File: config.mk
export PLATFORM = sky130hd
export DESIGN_NAME = pm_top
export DESIGN_NICKNAME = d
export VERILOG_FILES = /design/src/pm_pkg.sv /design/src/pm_link_if.sv /design/src/pm_top.sv /design/src/pm_bus_phy.sv
export SDC_FILE = /design/constraint.sdc
export NUM_CORES = 1
export LEC_CHECK = 0
export BUFFER_PORTS_ARGS = -buffer_cell sky130_fd_sc_hd__buf_4
export CORE_MARGIN = 8
export CORE_UTILIZATION = 55
export CTS_BUF_LIST = sky130_fd_sc_hd__clkbuf_4 sky130_fd_sc_hd__clkbuf_8 sky130_fd_sc_hd__clkbuf_16
export CTS_CLUSTER_DIAMETER = 60
export CTS_CLUSTER_SIZE = 10
export DETAILED_ROUTE_END_ITERATION = 8
export GPL_ROUTABILITY_DRIVEN = 1
export HOLD_SLACK_MARGIN = 0.06
export PLACE_DENSITY_LB_ADDON = 0.12
export SETUP_SLACK_MARGIN = 0.1
export SLEW_MARGIN = 20
export SYNTH_ARGS = -nofsm -noshare
export SYNTH_HDL_FRONTEND = slang
export SYNTH_SLANG_ARGS = --single-unit
File: constraint.sdc
create_clock -name i_clk_sys -period 6.7 [get_ports i_clk_sys]
set_clock_uncertainty 0.1 [all_clocks]
set_input_delay 1.005 -clock i_clk_sys [delete_from_list [all_inputs] [get_ports i_clk_sys]]
set_output_delay 1.005 -clock i_clk_sys [all_outputs]
set_load 0.01 [all_outputs]
File: src/pm_pkg.sv
package pm_pkg;
	// Register pointer values
	localparam logic [7:0] REG_CONFIG = 8'h00;
	localparam logic [7:0] REG_ADC = 8'h01;
	localparam logic [7:0] REG_VSHUNT = 8'h04;
	localparam logic [7:0] REG_VBUS = 8'h05;
	localparam logic [7:0] REG_DIETEMP = 8'h06;
	localparam logic [7:0] REG_CURRENT = 8'h07;
	localparam logic [7:0] REG_POWER = 8'h08;
	localparam logic [7:0] REG_DIAG = 8'h0b;
	localparam logic [7:0] REG_SHUNT_HIGH = 8'h0c;
	localparam logic [7:0] REG_SHUNT_LOW = 8'h0d;
	localparam logic [7:0] REG_BUS_HIGH = 8'h0e;
	localparam logic [7:0] REG_BUS_LOW = 8'h0f;
	localparam logic [7:0] REG_TEMP_LIMIT = 8'h10;
	localparam logic [7:0] REG_WATT_LIMIT = 8'h11;
	localparam logic [7:0] REG_ID = 8'h3e;
	// Field positions
	localparam int CFG_RST_BIT = 15;
	localparam int MODE_LSB = 12;
	localparam int MODE_W = 4;
	localparam int MODE_CONT_BIT = 3;
	localparam int DG_LATCH = 15;
	localparam int DG_CONV_READY_ALERT_EN = 14;
	localparam int DG_SLOW = 13;
	localparam int DG_ALERT_ACTIVE_HIGH_SEL = 12;
	localparam int DG_ARITH_OVERFLOW_FLAG = 9;
	localparam int DG_TEMP = 7;
	localparam int DG_SHUNT_HI = 6;
	localparam int DG_SHUNT_LO = 5;
	localparam int DG_BUS_HI = 4;
	localparam int DG_BUS_LO = 3;
	localparam int DG_POWER = 2;
	localparam int DG_CONV_DONE_FLAG = 1;
	localparam int DG_MEMOK = 0;
	// Reset values
	localparam logic [15:0] RST_CONFIG = 16'h0000;
	localparam logic [15:0] RST_ADC = 16'hf000;
	localparam logic [15:0] RST_SHUNT_HIGH = 16'h7fff;
	localparam logic [15:0] RST_SHUNT_LOW = 16'h8000;
	localparam logic [15:0] RST_BUS_HIGH = 16'h7fff;
	localparam logic [15:0] RST_BUS_LOW = 16'h0000;
	localparam logic [15:0] RST_TEMP_LIMIT = 16'hffff;
	localparam logic [15:0] RST_WATT_LIMIT = 16'h7fff;
	// Bus address: fixed upper bits, then two pin codes
	localparam logic [2:0] ADDR_BASE = 3'h4;
	localparam logic [3:0] BITS_PER_BYTE = 4'h8;
	typedef enum logic [1:0] {
		PM_CONV_SHUT = 2'b00,
		PM_CONV_TRIG = 2'b01,
		PM_CONV_CONT = 2'b10
	} pm_conv_e;
	typedef enum logic [2:0] {
		PM_BUS_IDLE = 3'b000,
		PM_BUS_ADDR = 3'b001,
		PM_BUS_WR = 3'b010,
		PM_BUS_ACK = 3'b011,
		PM_BUS_RD = 3'b100,
		PM_BUS_RACK = 3'b101,
		PM_BUS_RNXT = 3'b110
	} pm_bus_e;
endpackage

File: src/pm_link_if.sv
`timescale 1ns/1ps
`default_nettype none
interface pm_link_if;
	logic start;
	logic stop;
	logic scl_rise;
	logic scl_fall;
	logic sda;
	modport phy (output start, output stop, output scl_rise,
		output scl_fall, output sda);
	modport core (input start, input stop, input scl_rise,
		input scl_fall, input sda);
endinterface
`default_nettype wire

File: src/pm_top.sv
`timescale 1ns/1ps
`default_nettype none
//Contract
// - One open-drain alert for diagnostics or conversions
// - Compare results to thresholds, set flags, alert
// - Shunt thresholds reset 0x7FFF and 0x8000, signed
// - Bus thresholds reset 0x7FFF and 0x0000
// - Temperature 0xFFFF and power 0x7FFF limits
// - Diagnostic register shows every status flag
// - Latched alert held until diagnostic read
// - Conversion-ready enable asserts alert on completion
// - Conversion done flag set on every completion
// - Averaged selection compares averaged results only
// - Alert active low; polarity bit makes high
// - Overflow flag readable, never drives alert
// - Trim memory flag reads one, no alert
// - Shutdown stops conversions, registers stay accessible
// - Shutdown until mode write requests conversion or software reset restores continuous mode
// - Triggered conversion returns to shutdown itself
// - Power-on or software reset restores defaults
// - Bus target only, open-drain, never initiates
// - Fast or high-speed rates, MSB first
// - Address 100 plus two two-bit pin codes
// - Address pins sampled at every bus communication
// - Done flag cleared by non-shutdown mode write, diagnostic read
// - Write is pointer then two acknowledged bytes
module pm_top
#(
	parameter logic [15:0] ID_VALUE = 16'h1234 // Arbitrary value
)
(
	input wire logic i_clk_sys,
	input wire logic i_rst_b,
	input wire logic i_scl,
	output logic o_scl_o,
	output logic o_scl_oe_n,
	input wire logic i_sda,
	output logic o_sda_o,
	output logic o_sda_oe_n,
	output logic o_alert_o,
	output logic o_alert_oe_n,
	input wire logic [1:0] i_addr_sel_high_pin,
	input wire logic [1:0] i_addr_sel_low_pin,
	input wire logic i_sample_stb,
	input wire logic i_avg_done,
	input wire logic [15:0] i_shunt,
	input wire logic [15:0] i_bus,
	input wire logic [15:0] i_temp,
	input wire logic [15:0] i_current,
	input wire logic [15:0] i_power,
	input wire logic i_arith_overflow,
	input wire logic i_trim_ok,
	output logic o_conv_start,
	output logic o_conv_active,
	output logic [2:0] o_conv_channels
);
	//**********************************************************
	// State
	//**********************************************************
	typedef struct packed {
		logic [15:0] config_reg;
		logic [15:0] converter_setup_reg;
		logic [15:0] shunt_high_threshold;
		logic [15:0] shunt_low_threshold;
		logic [15:0] bus_high_threshold;
		logic [15:0] bus_low_threshold;
		logic [15:0] temp_threshold;
		logic [15:0] wattage_threshold;
		logic alert_latch_en;
		logic conv_ready_alert_en;
		logic alert_on_averaged_sel;
		logic alert_active_high_sel;
		logic shunt_high_flag;
		logic shunt_low_flag;
		logic bus_high_flag;
		logic bus_low_flag;
		logic die_heat_flag;
		logic power_over_limit_flag;
		logic arith_overflow_flag;
		logic conv_done_flag;
		pm_pkg::pm_conv_e conv_st;
	} pm_regs_s;

	typedef struct packed {
		pm_regs_s regs;
		pm_pkg::pm_bus_e bus_st;
		logic [3:0] cnt;
		logic [7:0] shift;
		logic rw;
		logic [1:0] byte_idx;
		logic [7:0] ptr;
		logic [7:0] msb;
		logic [15:0] tx;
		logic sda_drive;
		logic [3:0] pins_meta;
		logic [3:0] pins_s;
		logic [3:0] pins_bus;
		logic conv_start;
		logic alert_drive;
	} pm_state_s;

	localparam pm_regs_s RST_REGS = '{
		config_reg: pm_pkg::RST_CONFIG,
		converter_setup_reg: pm_pkg::RST_ADC,
		shunt_high_threshold: pm_pkg::RST_SHUNT_HIGH,
		shunt_low_threshold: pm_pkg::RST_SHUNT_LOW,
		bus_high_threshold: pm_pkg::RST_BUS_HIGH,
		bus_low_threshold: pm_pkg::RST_BUS_LOW,
		temp_threshold: pm_pkg::RST_TEMP_LIMIT,
		wattage_threshold: pm_pkg::RST_WATT_LIMIT,
		conv_st: pm_pkg::PM_CONV_CONT,
		default: '0
	};
	localparam pm_state_s RST_STATE = '{
		regs: RST_REGS,
		bus_st: pm_pkg::PM_BUS_IDLE,
		default: '0
	};

	pm_state_s r;
	pm_state_s next_r;
	logic rst_meta_b;
	logic rst_sync_b;
	pm_link_if link ();
	localparam int MODE_BITS = pm_pkg::MODE_W;

	//**********************************************************
	// Reset release and bus front end
	//**********************************************************
	always_ff @(posedge i_clk_sys or negedge i_rst_b)
	begin
		if (!i_rst_b)
		begin
			rst_meta_b <= 1'b0;
			rst_sync_b <= 1'b0;
		end
		else
		begin
			rst_meta_b <= 1'b1;
			rst_sync_b <= rst_meta_b;
		end
	end

	pm_bus_phy u_phy (
		.i_clk_sys(i_clk_sys),
		.i_rst_sync_b(rst_sync_b),
		.i_scl(i_scl),
		.i_sda(i_sda),
		.link(link)
	);

	//**********************************************************
	// Helpers
	//**********************************************************
	function automatic logic [15:0] diag_word(input pm_regs_s g,
		input logic trim_ok);
		logic [15:0] w;
		w = '0;
		w[pm_pkg::DG_LATCH] = g.alert_latch_en;
		w[pm_pkg::DG_CONV_READY_ALERT_EN] = g.conv_ready_alert_en;
		w[pm_pkg::DG_SLOW] = g.alert_on_averaged_sel;
		w[pm_pkg::DG_ALERT_ACTIVE_HIGH_SEL] = g.alert_active_high_sel;
		w[pm_pkg::DG_ARITH_OVERFLOW_FLAG] = g.arith_overflow_flag;
		w[pm_pkg::DG_TEMP] = g.die_heat_flag;
		w[pm_pkg::DG_SHUNT_HI] = g.shunt_high_flag;
		w[pm_pkg::DG_SHUNT_LO] = g.shunt_low_flag;
		w[pm_pkg::DG_BUS_HI] = g.bus_high_flag;
		w[pm_pkg::DG_BUS_LO] = g.bus_low_flag;
		w[pm_pkg::DG_POWER] = g.power_over_limit_flag;
		w[pm_pkg::DG_CONV_DONE_FLAG] = g.conv_done_flag;
		w[pm_pkg::DG_MEMOK] = trim_ok;
		return w;
	endfunction

	function automatic logic sgt(input logic [15:0] a,
		input logic [15:0] b);
		return $signed(a) > $signed(b);
	endfunction

	logic [15:0] rd_word;
	always_comb
	begin
		unique case (r.ptr)
			pm_pkg::REG_CONFIG: rd_word = r.regs.config_reg;
			pm_pkg::REG_ADC: rd_word = r.regs.converter_setup_reg;
			pm_pkg::REG_VSHUNT: rd_word = i_shunt;
			pm_pkg::REG_VBUS: rd_word = i_bus;
			pm_pkg::REG_DIETEMP: rd_word = i_temp;
			pm_pkg::REG_CURRENT: rd_word = i_current;
			pm_pkg::REG_POWER: rd_word = i_power;
			pm_pkg::REG_DIAG: rd_word = diag_word(r.regs, i_trim_ok);
			pm_pkg::REG_SHUNT_HIGH: rd_word = r.regs.shunt_high_threshold;
			pm_pkg::REG_SHUNT_LOW: rd_word = r.regs.shunt_low_threshold;
			pm_pkg::REG_BUS_HIGH: rd_word = r.regs.bus_high_threshold;
			pm_pkg::REG_BUS_LOW: rd_word = r.regs.bus_low_threshold;
			pm_pkg::REG_TEMP_LIMIT: rd_word = r.regs.temp_threshold;
			pm_pkg::REG_WATT_LIMIT: rd_word = r.regs.wattage_threshold;
			pm_pkg::REG_ID: rd_word = ID_VALUE;
			default: rd_word = '0;
		endcase
	end

	//**********************************************************
	// Next state
	//**********************************************************
	always_comb
	begin
		logic diag_rd;
		logic soft_rst;
		logic wr_commit;
		logic [15:0] wd;
		logic [MODE_BITS-1:0] mode;
		logic cmp;
		logic hit_sh;
		logic hit_sl;
		logic hit_bh;
		logic hit_bl;
		logic hit_t;
		logic hit_p;
		logic any_diag;
		logic active;
		diag_rd = 1'b0;
		soft_rst = 1'b0;
		wr_commit = 1'b0;
		wd = '0;
		mode = '0;
		any_diag = 1'b0;
		active = 1'b0;
		cmp = r.regs.alert_on_averaged_sel ? i_avg_done : i_sample_stb;
		hit_sh = sgt(i_shunt, r.regs.shunt_high_threshold);
		hit_sl = sgt(r.regs.shunt_low_threshold, i_shunt);
		hit_bh = sgt(i_bus, r.regs.bus_high_threshold);
		hit_bl = sgt(r.regs.bus_low_threshold, i_bus);
		hit_t = ~i_temp[15] & (i_temp > r.regs.temp_threshold);
		hit_p = i_power > r.regs.wattage_threshold;
		next_r = r;
		next_r.conv_start = 1'b0;
		next_r.pins_meta = {i_addr_sel_high_pin, i_addr_sel_low_pin};
		next_r.pins_s = r.pins_meta;

		// Target only: this FSM answers, never starts a transfer
		// target state machine
		if (link.start)
		begin
			next_r.bus_st = pm_pkg::PM_BUS_ADDR;
			next_r.cnt = '0;
			next_r.byte_idx = '0;
			next_r.sda_drive = 1'b0;
			next_r.pins_bus = r.pins_s;
		end
		else if (link.stop)
		begin
			next_r.bus_st = pm_pkg::PM_BUS_IDLE;
			next_r.sda_drive = 1'b0;
		end
		else
		begin
			unique case (r.bus_st)
				pm_pkg::PM_BUS_IDLE: ;
				pm_pkg::PM_BUS_ADDR, pm_pkg::PM_BUS_WR:
				begin
					if (link.scl_rise)
					begin
						next_r.shift = {r.shift[6:0], link.sda};
						next_r.cnt = r.cnt + 4'h1;
					end
					else if (link.scl_fall && r.cnt == pm_pkg::BITS_PER_BYTE)
					begin
						if (r.bus_st == pm_pkg::PM_BUS_WR)
						begin
							wr_commit = 1'b1;
							next_r.rw = 1'b0;
							next_r.sda_drive = 1'b1;
							next_r.bus_st = pm_pkg::PM_BUS_ACK;
						end
						else if (r.shift[7:1] == {pm_pkg::ADDR_BASE, r.pins_bus})
						begin
							next_r.rw = r.shift[0];
							next_r.sda_drive = 1'b1;
							next_r.bus_st = pm_pkg::PM_BUS_ACK;
						end
						else
							next_r.bus_st = pm_pkg::PM_BUS_IDLE;
					end
				end
				pm_pkg::PM_BUS_ACK:
				begin
					if (link.scl_fall)
					begin
						next_r.cnt = '0;
						if (r.rw)
						begin
							next_r.tx = rd_word;
							next_r.sda_drive = ~rd_word[15];
							diag_rd = (r.ptr == pm_pkg::REG_DIAG);
							next_r.bus_st = pm_pkg::PM_BUS_RD;
						end
						else
						begin
							next_r.sda_drive = 1'b0;
							next_r.bus_st = pm_pkg::PM_BUS_WR;
						end
					end
				end
				pm_pkg::PM_BUS_RD:
				begin
					if (link.scl_rise)
						next_r.cnt = r.cnt + 4'h1;
					else if (link.scl_fall)
					begin
						next_r.tx = {r.tx[14:0], 1'b0};
						if (r.cnt == pm_pkg::BITS_PER_BYTE)
						begin
							next_r.sda_drive = 1'b0;
							next_r.bus_st = pm_pkg::PM_BUS_RACK;
						end
						else
							next_r.sda_drive = ~r.tx[14];
					end
				end
				pm_pkg::PM_BUS_RACK:
				begin
					if (link.scl_rise)
						next_r.bus_st = link.sda ? pm_pkg::PM_BUS_IDLE
							: pm_pkg::PM_BUS_RNXT;
				end
				pm_pkg::PM_BUS_RNXT:
				begin
					if (link.scl_fall)
					begin
						next_r.cnt = '0;
						next_r.sda_drive = ~r.tx[15];
						next_r.bus_st = pm_pkg::PM_BUS_RD;
					end
				end
				default: next_r.bus_st = pm_pkg::PM_BUS_IDLE;
			endcase
		end

		if (wr_commit)
		begin
			if (r.byte_idx == 2'h0)
				next_r.ptr = r.shift;
			else if (r.byte_idx == 2'h1)
				next_r.msb = r.shift;
			else if (r.byte_idx == 2'h2)
				wd = {r.msb, r.shift};
			if (r.byte_idx != 2'h3)
				next_r.byte_idx = r.byte_idx + 2'h1;
		end

		// Registers stay writable in any conversion state
		// access in shutdown
		if (wr_commit && r.byte_idx == 2'h2)
		begin
			unique case (r.ptr)
				pm_pkg::REG_CONFIG:
				begin
					next_r.regs.config_reg = wd;
					soft_rst = wd[pm_pkg::CFG_RST_BIT];
				end
				pm_pkg::REG_ADC:
				begin
					next_r.regs.converter_setup_reg = wd;
					mode = wd[pm_pkg::MODE_LSB +: MODE_BITS];
					next_r.conv_start = (mode[2:0] != 3'h0);
					if (mode[2:0] == 3'h0)
						next_r.regs.conv_st = pm_pkg::PM_CONV_SHUT;
					else if (mode[pm_pkg::MODE_CONT_BIT])
						next_r.regs.conv_st = pm_pkg::PM_CONV_CONT;
					else
						next_r.regs.conv_st = pm_pkg::PM_CONV_TRIG;
				end
				pm_pkg::REG_DIAG:
				begin
					next_r.regs.alert_latch_en = wd[pm_pkg::DG_LATCH];
					next_r.regs.conv_ready_alert_en = wd[pm_pkg::DG_CONV_READY_ALERT_EN];
					next_r.regs.alert_on_averaged_sel = wd[pm_pkg::DG_SLOW];
					next_r.regs.alert_active_high_sel = wd[pm_pkg::DG_ALERT_ACTIVE_HIGH_SEL];
				end
				pm_pkg::REG_SHUNT_HIGH: next_r.regs.shunt_high_threshold = wd;
				pm_pkg::REG_SHUNT_LOW: next_r.regs.shunt_low_threshold = wd;
				pm_pkg::REG_BUS_HIGH: next_r.regs.bus_high_threshold = wd;
				pm_pkg::REG_BUS_LOW: next_r.regs.bus_low_threshold = wd;
				pm_pkg::REG_TEMP_LIMIT: next_r.regs.temp_threshold = wd;
				pm_pkg::REG_WATT_LIMIT: next_r.regs.wattage_threshold = wd;
				default: ;
			endcase
		end

		if (i_avg_done && r.regs.conv_st == pm_pkg::PM_CONV_TRIG)
			next_r.regs.conv_st = pm_pkg::PM_CONV_SHUT;

		// Clears first so that a same-cycle event wins
		// read releases latch
		if (diag_rd)
		begin
			next_r.regs.shunt_high_flag = 1'b0;
			next_r.regs.shunt_low_flag = 1'b0;
			next_r.regs.bus_high_flag = 1'b0;
			next_r.regs.bus_low_flag = 1'b0;
			next_r.regs.die_heat_flag = 1'b0;
			next_r.regs.power_over_limit_flag = 1'b0;
			next_r.regs.arith_overflow_flag = 1'b0;
		end
		if (diag_rd || next_r.conv_start)
			next_r.regs.conv_done_flag = 1'b0;
		if (i_avg_done)
			next_r.regs.conv_done_flag = 1'b1;
		if (i_arith_overflow)
			next_r.regs.arith_overflow_flag = 1'b1;

		if (cmp)
		begin
			if (!r.regs.alert_latch_en)
			begin
				next_r.regs.shunt_high_flag = hit_sh;
				next_r.regs.shunt_low_flag = hit_sl;
				next_r.regs.bus_high_flag = hit_bh;
				next_r.regs.bus_low_flag = hit_bl;
				next_r.regs.die_heat_flag = hit_t;
				next_r.regs.power_over_limit_flag = hit_p;
			end
			else
			begin
				next_r.regs.shunt_high_flag |= hit_sh;
				next_r.regs.shunt_low_flag |= hit_sl;
				next_r.regs.bus_high_flag |= hit_bh;
				next_r.regs.bus_low_flag |= hit_bl;
				next_r.regs.die_heat_flag |= hit_t;
				next_r.regs.power_over_limit_flag |= hit_p;
			end
		end

		if (soft_rst)
			next_r.regs = RST_REGS;

		// Overflow and trim status stay out of the alert
		// trim status excluded
		any_diag = next_r.regs.shunt_high_flag | next_r.regs.shunt_low_flag
			| next_r.regs.bus_high_flag | next_r.regs.bus_low_flag
			| next_r.regs.die_heat_flag | next_r.regs.power_over_limit_flag;
		active = any_diag | (next_r.regs.conv_ready_alert_en
			& next_r.regs.conv_done_flag);
		next_r.alert_drive = active ^ next_r.regs.alert_active_high_sel;
	end

	always_ff @(posedge i_clk_sys or negedge rst_sync_b)
	begin
		if (!rst_sync_b)
			r <= RST_STATE;
		else
			r <= next_r;
	end

	//**********************************************************
	// Outputs
	//**********************************************************
	assign o_scl_o = 1'b0;
	assign o_scl_oe_n = 1'b1;
	assign o_sda_o = 1'b0;
	assign o_sda_oe_n = ~r.sda_drive;
	assign o_alert_o = 1'b0;
	assign o_alert_oe_n = ~r.alert_drive;
	assign o_conv_start = r.conv_start;
	assign o_conv_active = (r.regs.conv_st != pm_pkg::PM_CONV_SHUT);
	assign o_conv_channels =
		r.regs.converter_setup_reg[pm_pkg::MODE_LSB +: 3];
endmodule // pm_top
`default_nettype wire

File: src/pm_bus_phy.sv
`timescale 1ns/1ps
`default_nettype none
module pm_bus_phy
(
	input wire logic i_clk_sys,
	input wire logic i_rst_sync_b,
	input wire logic i_scl,
	input wire logic i_sda,
	pm_link_if.phy link
);
	typedef struct packed {
		logic scl_meta;
		logic sda_meta;
		logic scl_s;
		logic sda_s;
		logic scl_d;
		logic sda_d;
		logic start;
		logic stop;
		logic rise;
		logic fall;
	} pm_phy_s;

	pm_phy_s r;
	pm_phy_s next_r;

	always_comb
	begin
		next_r = r;
		next_r.scl_meta = i_scl;
		next_r.sda_meta = i_sda;
		next_r.scl_s = r.scl_meta;
		next_r.sda_s = r.sda_meta;
		next_r.scl_d = r.scl_s;
		next_r.sda_d = r.sda_s;
		// SDA moving while SCL high marks start and stop
		next_r.start = r.scl_s & r.scl_d & r.sda_d & ~r.sda_s;
		next_r.stop = r.scl_s & r.scl_d & ~r.sda_d & r.sda_s;
		next_r.rise = r.scl_s & ~r.scl_d;
		next_r.fall = ~r.scl_s & r.scl_d;
	end

	always_ff @(posedge i_clk_sys or negedge i_rst_sync_b)
	begin
		if (!i_rst_sync_b)
			r <= '{scl_meta: 1'b1, sda_meta: 1'b1, scl_s: 1'b1,
				sda_s: 1'b1, scl_d: 1'b1, sda_d: 1'b1, default: 1'b0};
		else
			r <= next_r;
	end

	assign link.start = r.start;
	assign link.stop = r.stop;
	assign link.scl_rise = r.rise;
	assign link.scl_fall = r.fall;
	assign link.sda = r.sda_d;
endmodule // pm_bus_phy
`default_nettype wire

=== Yosys cells after proc, flatten, opt, wreduce, memory -nomap -nowiden ===
Cells that the tools add are included.

* Flip-flop bits (word level): 219
* Logic and storage cells: 270
* Output and inout bits: 11
* Input port bits: 92

* Bitwise gates (word level): 36
* Mux-type cells: 88
* $add $sub $neg: 2
* Magnitude comparators: 6
* Equal/unequal tests: 45
* Reduce and logical (&&, ||, !) cells: 46

{| class="wikitable"
|+ Operator list
! operator !! number
|-
| $pmux 16 s15 || 1
|-
| $mux 16 || 13
|-
| $mux 142 || 1
|-
| $mux 132 || 1
|-
| $gt 16x16->1 || 6
|-
| $mux 17 || 3
|-
| $eq 8x4->1 const B || 6
|-
| $eq 8x3->1 const B || 4
|-
| $mux 1 || 32
|-
| $pmux 16 s2 || 1
|-
| $mux 3 || 10
|-
| $mux 7 || 4
|-
| $reduce_bool 2->1 || 13
|-
| $mux 8 || 3
|-
| $reduce_and 2->1 || 11
|-
| $mux 18 || 1
|-
| $pmux 3 s6 || 1
|-
| $eq 8x5->1 const B || 2
|-
| $mux 2 || 8
|-
| $ne 4x1->1 const B || 4
|-
| $ne 4x2->1 const B || 4
|-
| $pmux 4 s4 || 1
|-
| $ne 3x1->1 const B || 5
|-
| $not 1->1 || 14
|-
| 38 further kinds || 74
|}

=== Longest topological paths before layout ===
Gate-level depths: netlist of run 1.

* Word-level depth: 22
* Mapped depth: 12
* Mapped depth without buffers: 10

=== Cells and area by module ===
A second synthesis of run 1 with hierarchy kept.

* Cell total of the unflattened synthesis: 1461
* Area, all modules: 13146.4 um^2

{| class="wikitable"
|+ By module, submodules not included
! module !! seq. area each (um^2) !! area each (um^2) !! instances !! cells an instance
|-
| pm_top || 5313.8 || 12856.1 || 1 || 1447
|-
| pm_bus_phy || 257.7 || 290.3 || 1 || 14
|}

=== Worst setup path after synthesis of run 1 ===
No wires, ideal clock.

* Path kind: input -> register
* Start: in i_shunt[1]
* End: reg r[0] in the netlist's numbering
* Cell stages on the path: 10
* Data required time: 6.520 ns
* Data arrival time: 2.881 ns
* Path buffers: 0
* Setup slack: 3.639 ns
* Library setup time: 0.080 ns
* Path through: inv_1 > ha_1 > nor2b_1 > o211ai_1 > a21oi_1 > o31a_1 > or2_2 > a32o_1 > nor4_2 > xnor2_1

{| class="wikitable"
|+ RTL lines
! what !! RTL line !! source
|-
| start: declaration || pm_top.sv:46 || <nowiki>input wire logic [15:0] i_shunt,</nowiki>
|-
| end signal: assignment || pm_top.sv:453 || <nowiki>r <= next_r;</nowiki>
|-
| end: declaration || pm_top.sv:120 || <nowiki>pm_state_s r;</nowiki>
|}

==> results of run 1 <==
layout make-up:
class | instances | area, um^2
Clock buffer | 45 | 811
Clock inverter | 5 | 60.1
Fill cell | 2052 | 8480
Inverter | 119 | 447
Multi-Input combinational cell | 1013 | 6720
Sequential cell | 219 | 5580
Tap cell | 319 | 399
Timing Repair Buffer | 120 | 913
metal layers:
metal / routed length [um] / vias to the layer above / global-route usage, %
met5: 0 / - / 0
met4: 2750 / 0 / 16.5
met3: 5560 / 175 / 8.73
met2: 20200 / 762 / 47.0
met1: 19700 / 5801 / 46.3
li1: - / 5297 / -
sequential cells by signal, indices dropped and copies added, names as in the netlist, 3 cells and up:
register / cells
next_r: 4
o_conv_channels: 3
r: 199
u_phy.next_r: 4
power by group:
part	total, W	internal (W)	switching (W)	leakage [nW]
combinational	0.000356	0.000164	0.000193	3.27
sequential	0.00149	0.00138	0.000113	2.67
clock	0.00142	0.000864	0.000560	0.442
total	0.00327	0.00240	0.000866	6.39
Yosys cell counts, types with 10 or more instances:
cell type  count
and4_1        11
a211oi_1      12
nor2_1       161
a21o_1        10
buf_4         10
ha_1         102
nand4_1       18
nor3_1        18
o21ai_0       52
o211ai_1      54
inv_1        119
a22o_1        23
nand3_1       27
a22oi_1       38
clkbuf_1      47
a222oi_1      19
a21oi_1      115
dfstp_2       73
nor2b_1       11
dfrtp_1      146
a31oi_1       23
buf_2         18
mux2_2        34
nand2_1      150
a221oi_1      17
kinds of logic (layout without fill, tap and decap cells):
kind of cell / after synthesis / in the layout / synth area share (%)
buffers and inverters: 198 / 289 / 6.15
flip-flops: 219 / 219 / 42.7
adder cells (fa/ha/maj): 102 / 102 / 9.77
multiplexers: 44 / 44 / 3.79
AND/OR/NAND/NOR: 448 / 448 / 16.0
XOR/XNOR: 7 / 7 / 0.470
AO/OA/AOI/OAI: 407 / 407 / 21.1
other: 2 / 5 / 0.0575
stage by stage:
stage | total power (W) | instances
final | 0.00327 | 1840
after global routing | 0.00339 | 1840
after CTS | 0.00327 | 1840
after detailed placement | 0.00185 | 1790
after global placement | 0.00185 | 1790
after floorplan | 0.00169 | 1430
worst max-delay path by stage:
| stage | end | slack (ns) | depth (start not counted) |
|---|---|---|---|
| after global placement | r[0] | 2.91 | 9 |
| after CTS | r[0] | 2.78 | 9 |
| after floorplan | next_r[6] | 0.17 | 0 |
| after detailed placement | r[0] | 2.79 | 9 |
| after global routing | r[0] | 2.30 | 9 |
| final | r[0] | 2.61 | 9 |
==> results.md, run 1 <==
- The flow ran to the end, and the final reports show no timing, DRC or antenna violations.
- The final net count is 1694.
- In this run the cell area measured after placement is 0.0140 mm^2.
- Dividing the detail-routed via count by the number of cells gives 6.54.
- The global-route wire length before repair is 72.6 mm.
- The placeable core region is 0.0234 mm^2.
- The critical path goes through nor3b_1 > and4_1 > and2_2 > buf_4 > nor2_1 > a311oi_1 > nand4_1 > nor4_2 > xnor2_1.
- The number of synthesized flops with an enable pin is 0.
- Setup repair after global routing left no endpoint under its margin.
- The highest clock rate is approximately 240 MHz.
- For flop-to-flop paths, the worst setup slack is 2.61 ns.
- The leading cell type in the layout, fill and taps excluded is nor2_1.
- The number of cells traversed by the worst register-to-register path is 9.
- The total negative setup slack is 0 ns.
- For the pin with the worst max-slew slack, the measured transition is ~1.1 ns.
- The peak per-stage delay on the critical path is 0.83 ns.
- The largest fanout on the critical path is 52.
- The overall global routing resource usage is about 33%.
- The cts-stage hold buffer count is 0.
- Across all hold checks on the routed design, the worst slack comes to 0.146 ns.
- For this design the ratio of total power to cell area is 219 mW/mm^2.
- The repair_antennas step left the layout with diodes totalling 0.
- In this run the core area contains 56 standard-cell rows.
- The post-cts repair resize count is 0.
- At the end of routability-driven placement, the weighted congestion stood at ~1.1.
- The final instance area is 0.0149 mm^2.
- The first detailed-routing pass ran for 6 iterations.
- The endpoint type of the worst setup path is a flop.
- The largest total area in the synthesized netlist belongs to dfrtp_1.
- The hold violation total from the final report is 0.
- Yosys printed 0 warnings.
- The final standard cell utilization of the core is 63.8%.
- The level count of the clock H-tree is 1.
- From bottom edge to top edge, the die measures 170 um.
- The area growth from synthesis to final layout is 14.3%.
- After detailed routing, the total wire length is slightly below 50 mm.
- The via count of the first global-routing pass is roughly 11000.
- The maximum vdd drop is 0.226 mV.
- The number of buffers and inverters on the critical path is 1.
- The launch point of the critical path is r[63].
- The largest net degree at the start of global routing is 110.
- The reported max-cap violation count is 0.
- The worst setup timing slack at the placement stage is 2.79 ns.
- The relative max-transition margin is 23.5%.
- For this design the static power due to leakage is 6.39 nW.
- Clock-pin slew was measured on the worst setup and hold paths at 0.06 ns.
- The data required time of the critical path is 7.00 ns.
- The initial core utilization is 55.8%.
- In the routed design, unresolved DRC markers number 0.
- In the post-synthesis netlist, the biggest area contributors are dfrtp_1 28%, dfstp_2 15%, ha_1 9.8%.
- The share of synthesized registers carrying an async set or reset is 100%.
- The count of input and output buffers is 98.
- The number of instances in the synthesized netlist is 1427.
- The fraction of final layout cells with drive strength greater than 1 is 19.8%.
- The routed layout has 12035 vias.
- The initial antenna violation count was 0.
- In this run the critical register-to-register path is launched from r[63].
- TritonCTS built the clock tree.
- The die covers 0.0289 mm^2.
- The data arrival time of the worst path is approximately 4.4 ns.
- The x dimension of the die is 170 um.
- The half-perimeter wire length after detailed placement is between 30 and 40 mm.
- The cell family contributing the most delay on the critical path is simple AND/OR/NAND/NOR gates.
- The number of storage elements in the synthesis netlist is between 200 and 250.
- After detailed routing, the average wire length per cell comes to 26.2 um.
- 103 I/O pins were placed.
- The slowest stage of the critical path belongs to the cell and4_1.
- In the layout the commonest cells are 160 x nor2_1, 146 x nand2_1, 145 x dfrtp_1.
- Once detail routing completed, the nets flagged for antenna violations numbered 0.
- A synthesized cell averages 9.15 um^2.
- In this run the critical register-to-register path is captured at r[0].
- The number of setup buffers added after CTS is 0.
- Counting I/O delays and the setup requirement, the final critical path takes 4.09 ns.
- The clock root buffer is clkbuf_16.
- Among all flip-flop cells after synthesis, the most frequent one is dfrtp_1.
- The count of routing violations after the opening detailed-route iteration is 1876.
- The cell area that synthesis handed to floorplanning was 0.0131 mm^2.
- The latest clock arrival within the worst-skew pair is 0.53 ns.
- Once routing completed, OpenROAD measured the worst setup slack at 2.61 ns.
- The clock sink total is about 220.
- The area fraction of the dominant cell type after synthesis is 28.0%.
- Setup violations remaining at the end of the flow were counted as 0.
- The number of max-slew violations in the final report came to 0.
- The number of buffers created by CTS is 27.
- The total overflow left after global routing is 0.
- The startpoint kind of the worst setup timing path is a flop.
- The count of cell types in the netlist is 67.
- The sequential element share of the synthesized area is 42.7%.
- The worst path uses 61.0% of the clock period.
- By startpoint and endpoint, the worst setup path is classified as flop to flop.
- The clock passes through at most 3 buffers.
- The kind of path behind the tightest hold check is primary input to asynchronous set/reset pin.
No activity file was read; power rests on OpenSTA's default activity.
==> run 2: changes to the inputs <==
- CORE_UTILIZATION: 55 -> 61
- clock period: 6.7 -> 4 ns (I/O delays scaled with it)
==> results.md, run 2 (synthesis gave the netlist of run 1 again) <==
- The run finished with clean final reports.
- In the final routed layout, each cell accounts on average for 26.9 um.
- The final net count is 1721.
- 103 I/O pins were placed.
- The net load switching power is 0.00148 W.
- The relative max-transition margin is around a third.
- The level count of the clock H-tree is 1.
- Routability-driven placement finished with a final weighted congestion of 1.03.
- The CTS tree is built.
- Summing all multi-input logic gate instances after layout gives 0.00670 mm^2.
- The worst setup slack for register-to-register paths is just over 0.4 ns.
- The via count of the first global-routing pass is 12141.
- In this run the remaining antenna-violating nets after routing total 0.
- The initialized floorplan defines 53 standard-cell rows.
- The overall global routing resource usage is 37.2%.
- In the finished design, the share of the clock period the worst path needs comes to 89.6%.
- The leading cell type in the layout, fill and taps excluded is nor2_1.
- The area growth from synthesis to layout is 15.5%.
- The total negative setup slack is 0 ns.
- The length of the first detailed-routing pass in iterations is 9.
- The data required time of the critical path is 4.36 ns.
- The count of final setup violators is 0.
- The leakage power is roughly 6.5 nW.
- The endpoint type of the worst setup path is a flop.
- The power density over cell area is 366 mW/mm^2.
- Data on the critical path arrives at its endpoint at 3.95 ns.
- With fillers left out, the area of the finished cells amounts to 0.0151 mm^2.
- The instance count on the critical path is 9.
- The fraction of final layout cells with drive strength greater than 1 is about a fifth.
- The floorplan step defined a die boundary enclosing 0.0263 mm^2.
- For the pin with the worst max-slew slack, the measured transition is 0.977 ns.
- The combinational share of power is between 10% and 20%.
- The minimum clock period after layout is between 3 and 4 ns.
- The cell at the slowest stage of the critical path is and4_1.
- The critical path is of the flop to flop type.
- The endpoint of the worst register-to-register path is r[0].
- The cell family contributing the most delay on the critical path is simple AND/OR/NAND/NOR gates.
- The number of max-slew violations in the final report is 0.
- The part of the power in the clock network is 43.9%.
- The clock sink total is approximately 220.
- The first routing iteration left 1757 violations.
- The maximum vdd drop is 0.421 mV.
- For this run, design rule violations remaining after detail routing come to 0.
- Setup repair after global routing left no endpoint under its margin.
- The hold violation total from the final report was 0.
- The clock root buffer is clkbuf_16.
- In this run the tool buffered the top-level ports with 98 buffer cells.
- In the layout the commonest cells are 160 x nor2_1, 149 x nand2_1, 145 x dfrtp_1.
- The worst hold margin is 0.0704 ns.
- The number of buffers created by CTS is 27.
- The aggregate routed wire length is 49.0 mm.
- The first global-routing pass estimated 74.4 mm of wire.
- The number of flip-flops in the largest register is slightly below 200.
- The combined buffer and inverter count along the critical path is 1.
- The clock slew at the register clock pins of the worst setup and hold paths is approximately 0.060 ns.
- The register with the highest flop count is r.
- The worst setup path is launched from a flop.
- The peak per-stage delay on the critical path is between 0.5 and 0.6 ns.
- The post-cts repair resize count is 0.
- The height of the chip is between 150 and 200 um.
- Summing all flip-flop and latch instances after layout gives 0.00558 mm^2.
- The placeable core region is 0.0210 mm^2.
- Static timing analysis puts the maximum clock frequency at between 200 and 300 MHz.
- The HPWL after detailed placement is 36.5 mm.
- For this run the aggregate overflow at the end of global routing stands at 0.
- The kind of path behind the tightest hold check is primary input to flop.
- The antenna cell count is 0.
- The initial core utilization is 62.1%.
- Internal power comes to 0.00404 W.
- Of the total power, the share spent switching nets is 26.8%.
- The initial antenna violation count is 1.
- Counting cells, the worst reg-to-reg path comes to 9.
- Using the TritonRoute via totals, the vias-per-cell ratio works out to between 6 and 7.
- Once the clock tree was built, the setup fixing pass inserted 0 buffers.
- After detailed placement, the total cell area comes to 0.0142 mm^2.
- The number of inserted filler cells in the final layout is 1596.
- The x dimension of the die is 162 um.
- Registers are responsible for 45.2% of the overall power.
- Walking the worst path, the cells encountered are inv_1 > ha_1 > nor3b_1 > and4_1 > and2_2 > a211oi_1 > a32o_1 > nor4_2 > xnor2_1.
- Clock latency on the worst-skew pair, taken at its later pin, is roughly 0.54 ns.
- Of all nets on the critical path, the largest fanout is 18.
- The tool flagged a number of max-cap violations equal to 0.
- The longest clock path from root to sink contains 3 buffers.
- The detailed-route via count is 12389.
- The launch point of the critical path is r[47].
- The end point of the critical path is r[0].
- The worst register-to-register path begins at r[47].
- The largest net degree at the start of global routing is 82.
run 2: worst min path at each step:
stage,from,endpoint,slack (ns),cells past startpoint
floorplan,i_rst_b,rst_meta_b,0.20,0
global placement,next_r[9],r[9],0.23,0
detailed placement,next_r[7],r[7],0.24,0
CTS,i_addr_sel_high_pin[0],next_r[8],0.06,1
global route,i_sda,u_phy.next_r[6],0.07,1
finish,i_sda,u_phy.next_r[6],0.07,1
run 2: through the flow:
| step | util [%] | instances | power [W] | setup WS (ns) |
|---|---|---|---|---|
| 6_report | 71.8 | 1823 | 0.00552 | 0.415 |
| 3_3_place_gp | 67.3 | 1768 | 0.00308 | 0.559 |
| 2_1_floorplan | - | 1430 | 0.00282 | 0.367 |
| 5_1_grt | 71.8 | 1823 | 0.00569 | 0.246 |
| 3_5_place_dp | 67.4 | 1768 | 0.00310 | 0.505 |
| 4_1_cts | 71.7 | 1822 | 0.00550 | 0.491 |
run 2: layer usage:
| layer | routed length (um) | GRT usage (%) |
|---|---|---|
| met5 | 68 | 2.65 |
| met1 | 18600 | 50.0 |
| met3 | 6920 | 10.3 |
| met4 | 2890 | 19.8 |
| met2 | 20600 | 53.4 |
run 2: layout make-up:
cell class | instances | area share, %
Clock buffer | 45 | 5.42
Clock inverter | 5 | 0.382
Inverter | 119 | 2.96
Multi-Input combinational cell | 1013 | 44.4
Sequential cell | 219 | 37.0
Tap cell | 275 | 2.28
Timing Repair Buffer | 147 | 7.56
run 2: what timing repair did:
| item | in CTS | in global routing |
|---|---|---|
| setup endpoints to repair | 0 | 0 |
| hold buffers | 4 | 1 |
| endpoints found under the hold margin | 5 | 1 |
run 2: power by group through the flow:
stage / Sequential (W) / Clock, W / Combinational (W)
6_report: 0.00249 / 0.00242 / 0.000603
3_3_place_gp: 0.00251 / 0 / 0.000568
4_1_cts: 0.00248 / 0.00242 / 0.000593
5_1_grt: 0.00251 / 0.00253 / 0.000662
2_1_floorplan: 0.00244 / 0 / 0.000384
3_5_place_dp: 0.00252 / 0 / 0.000584
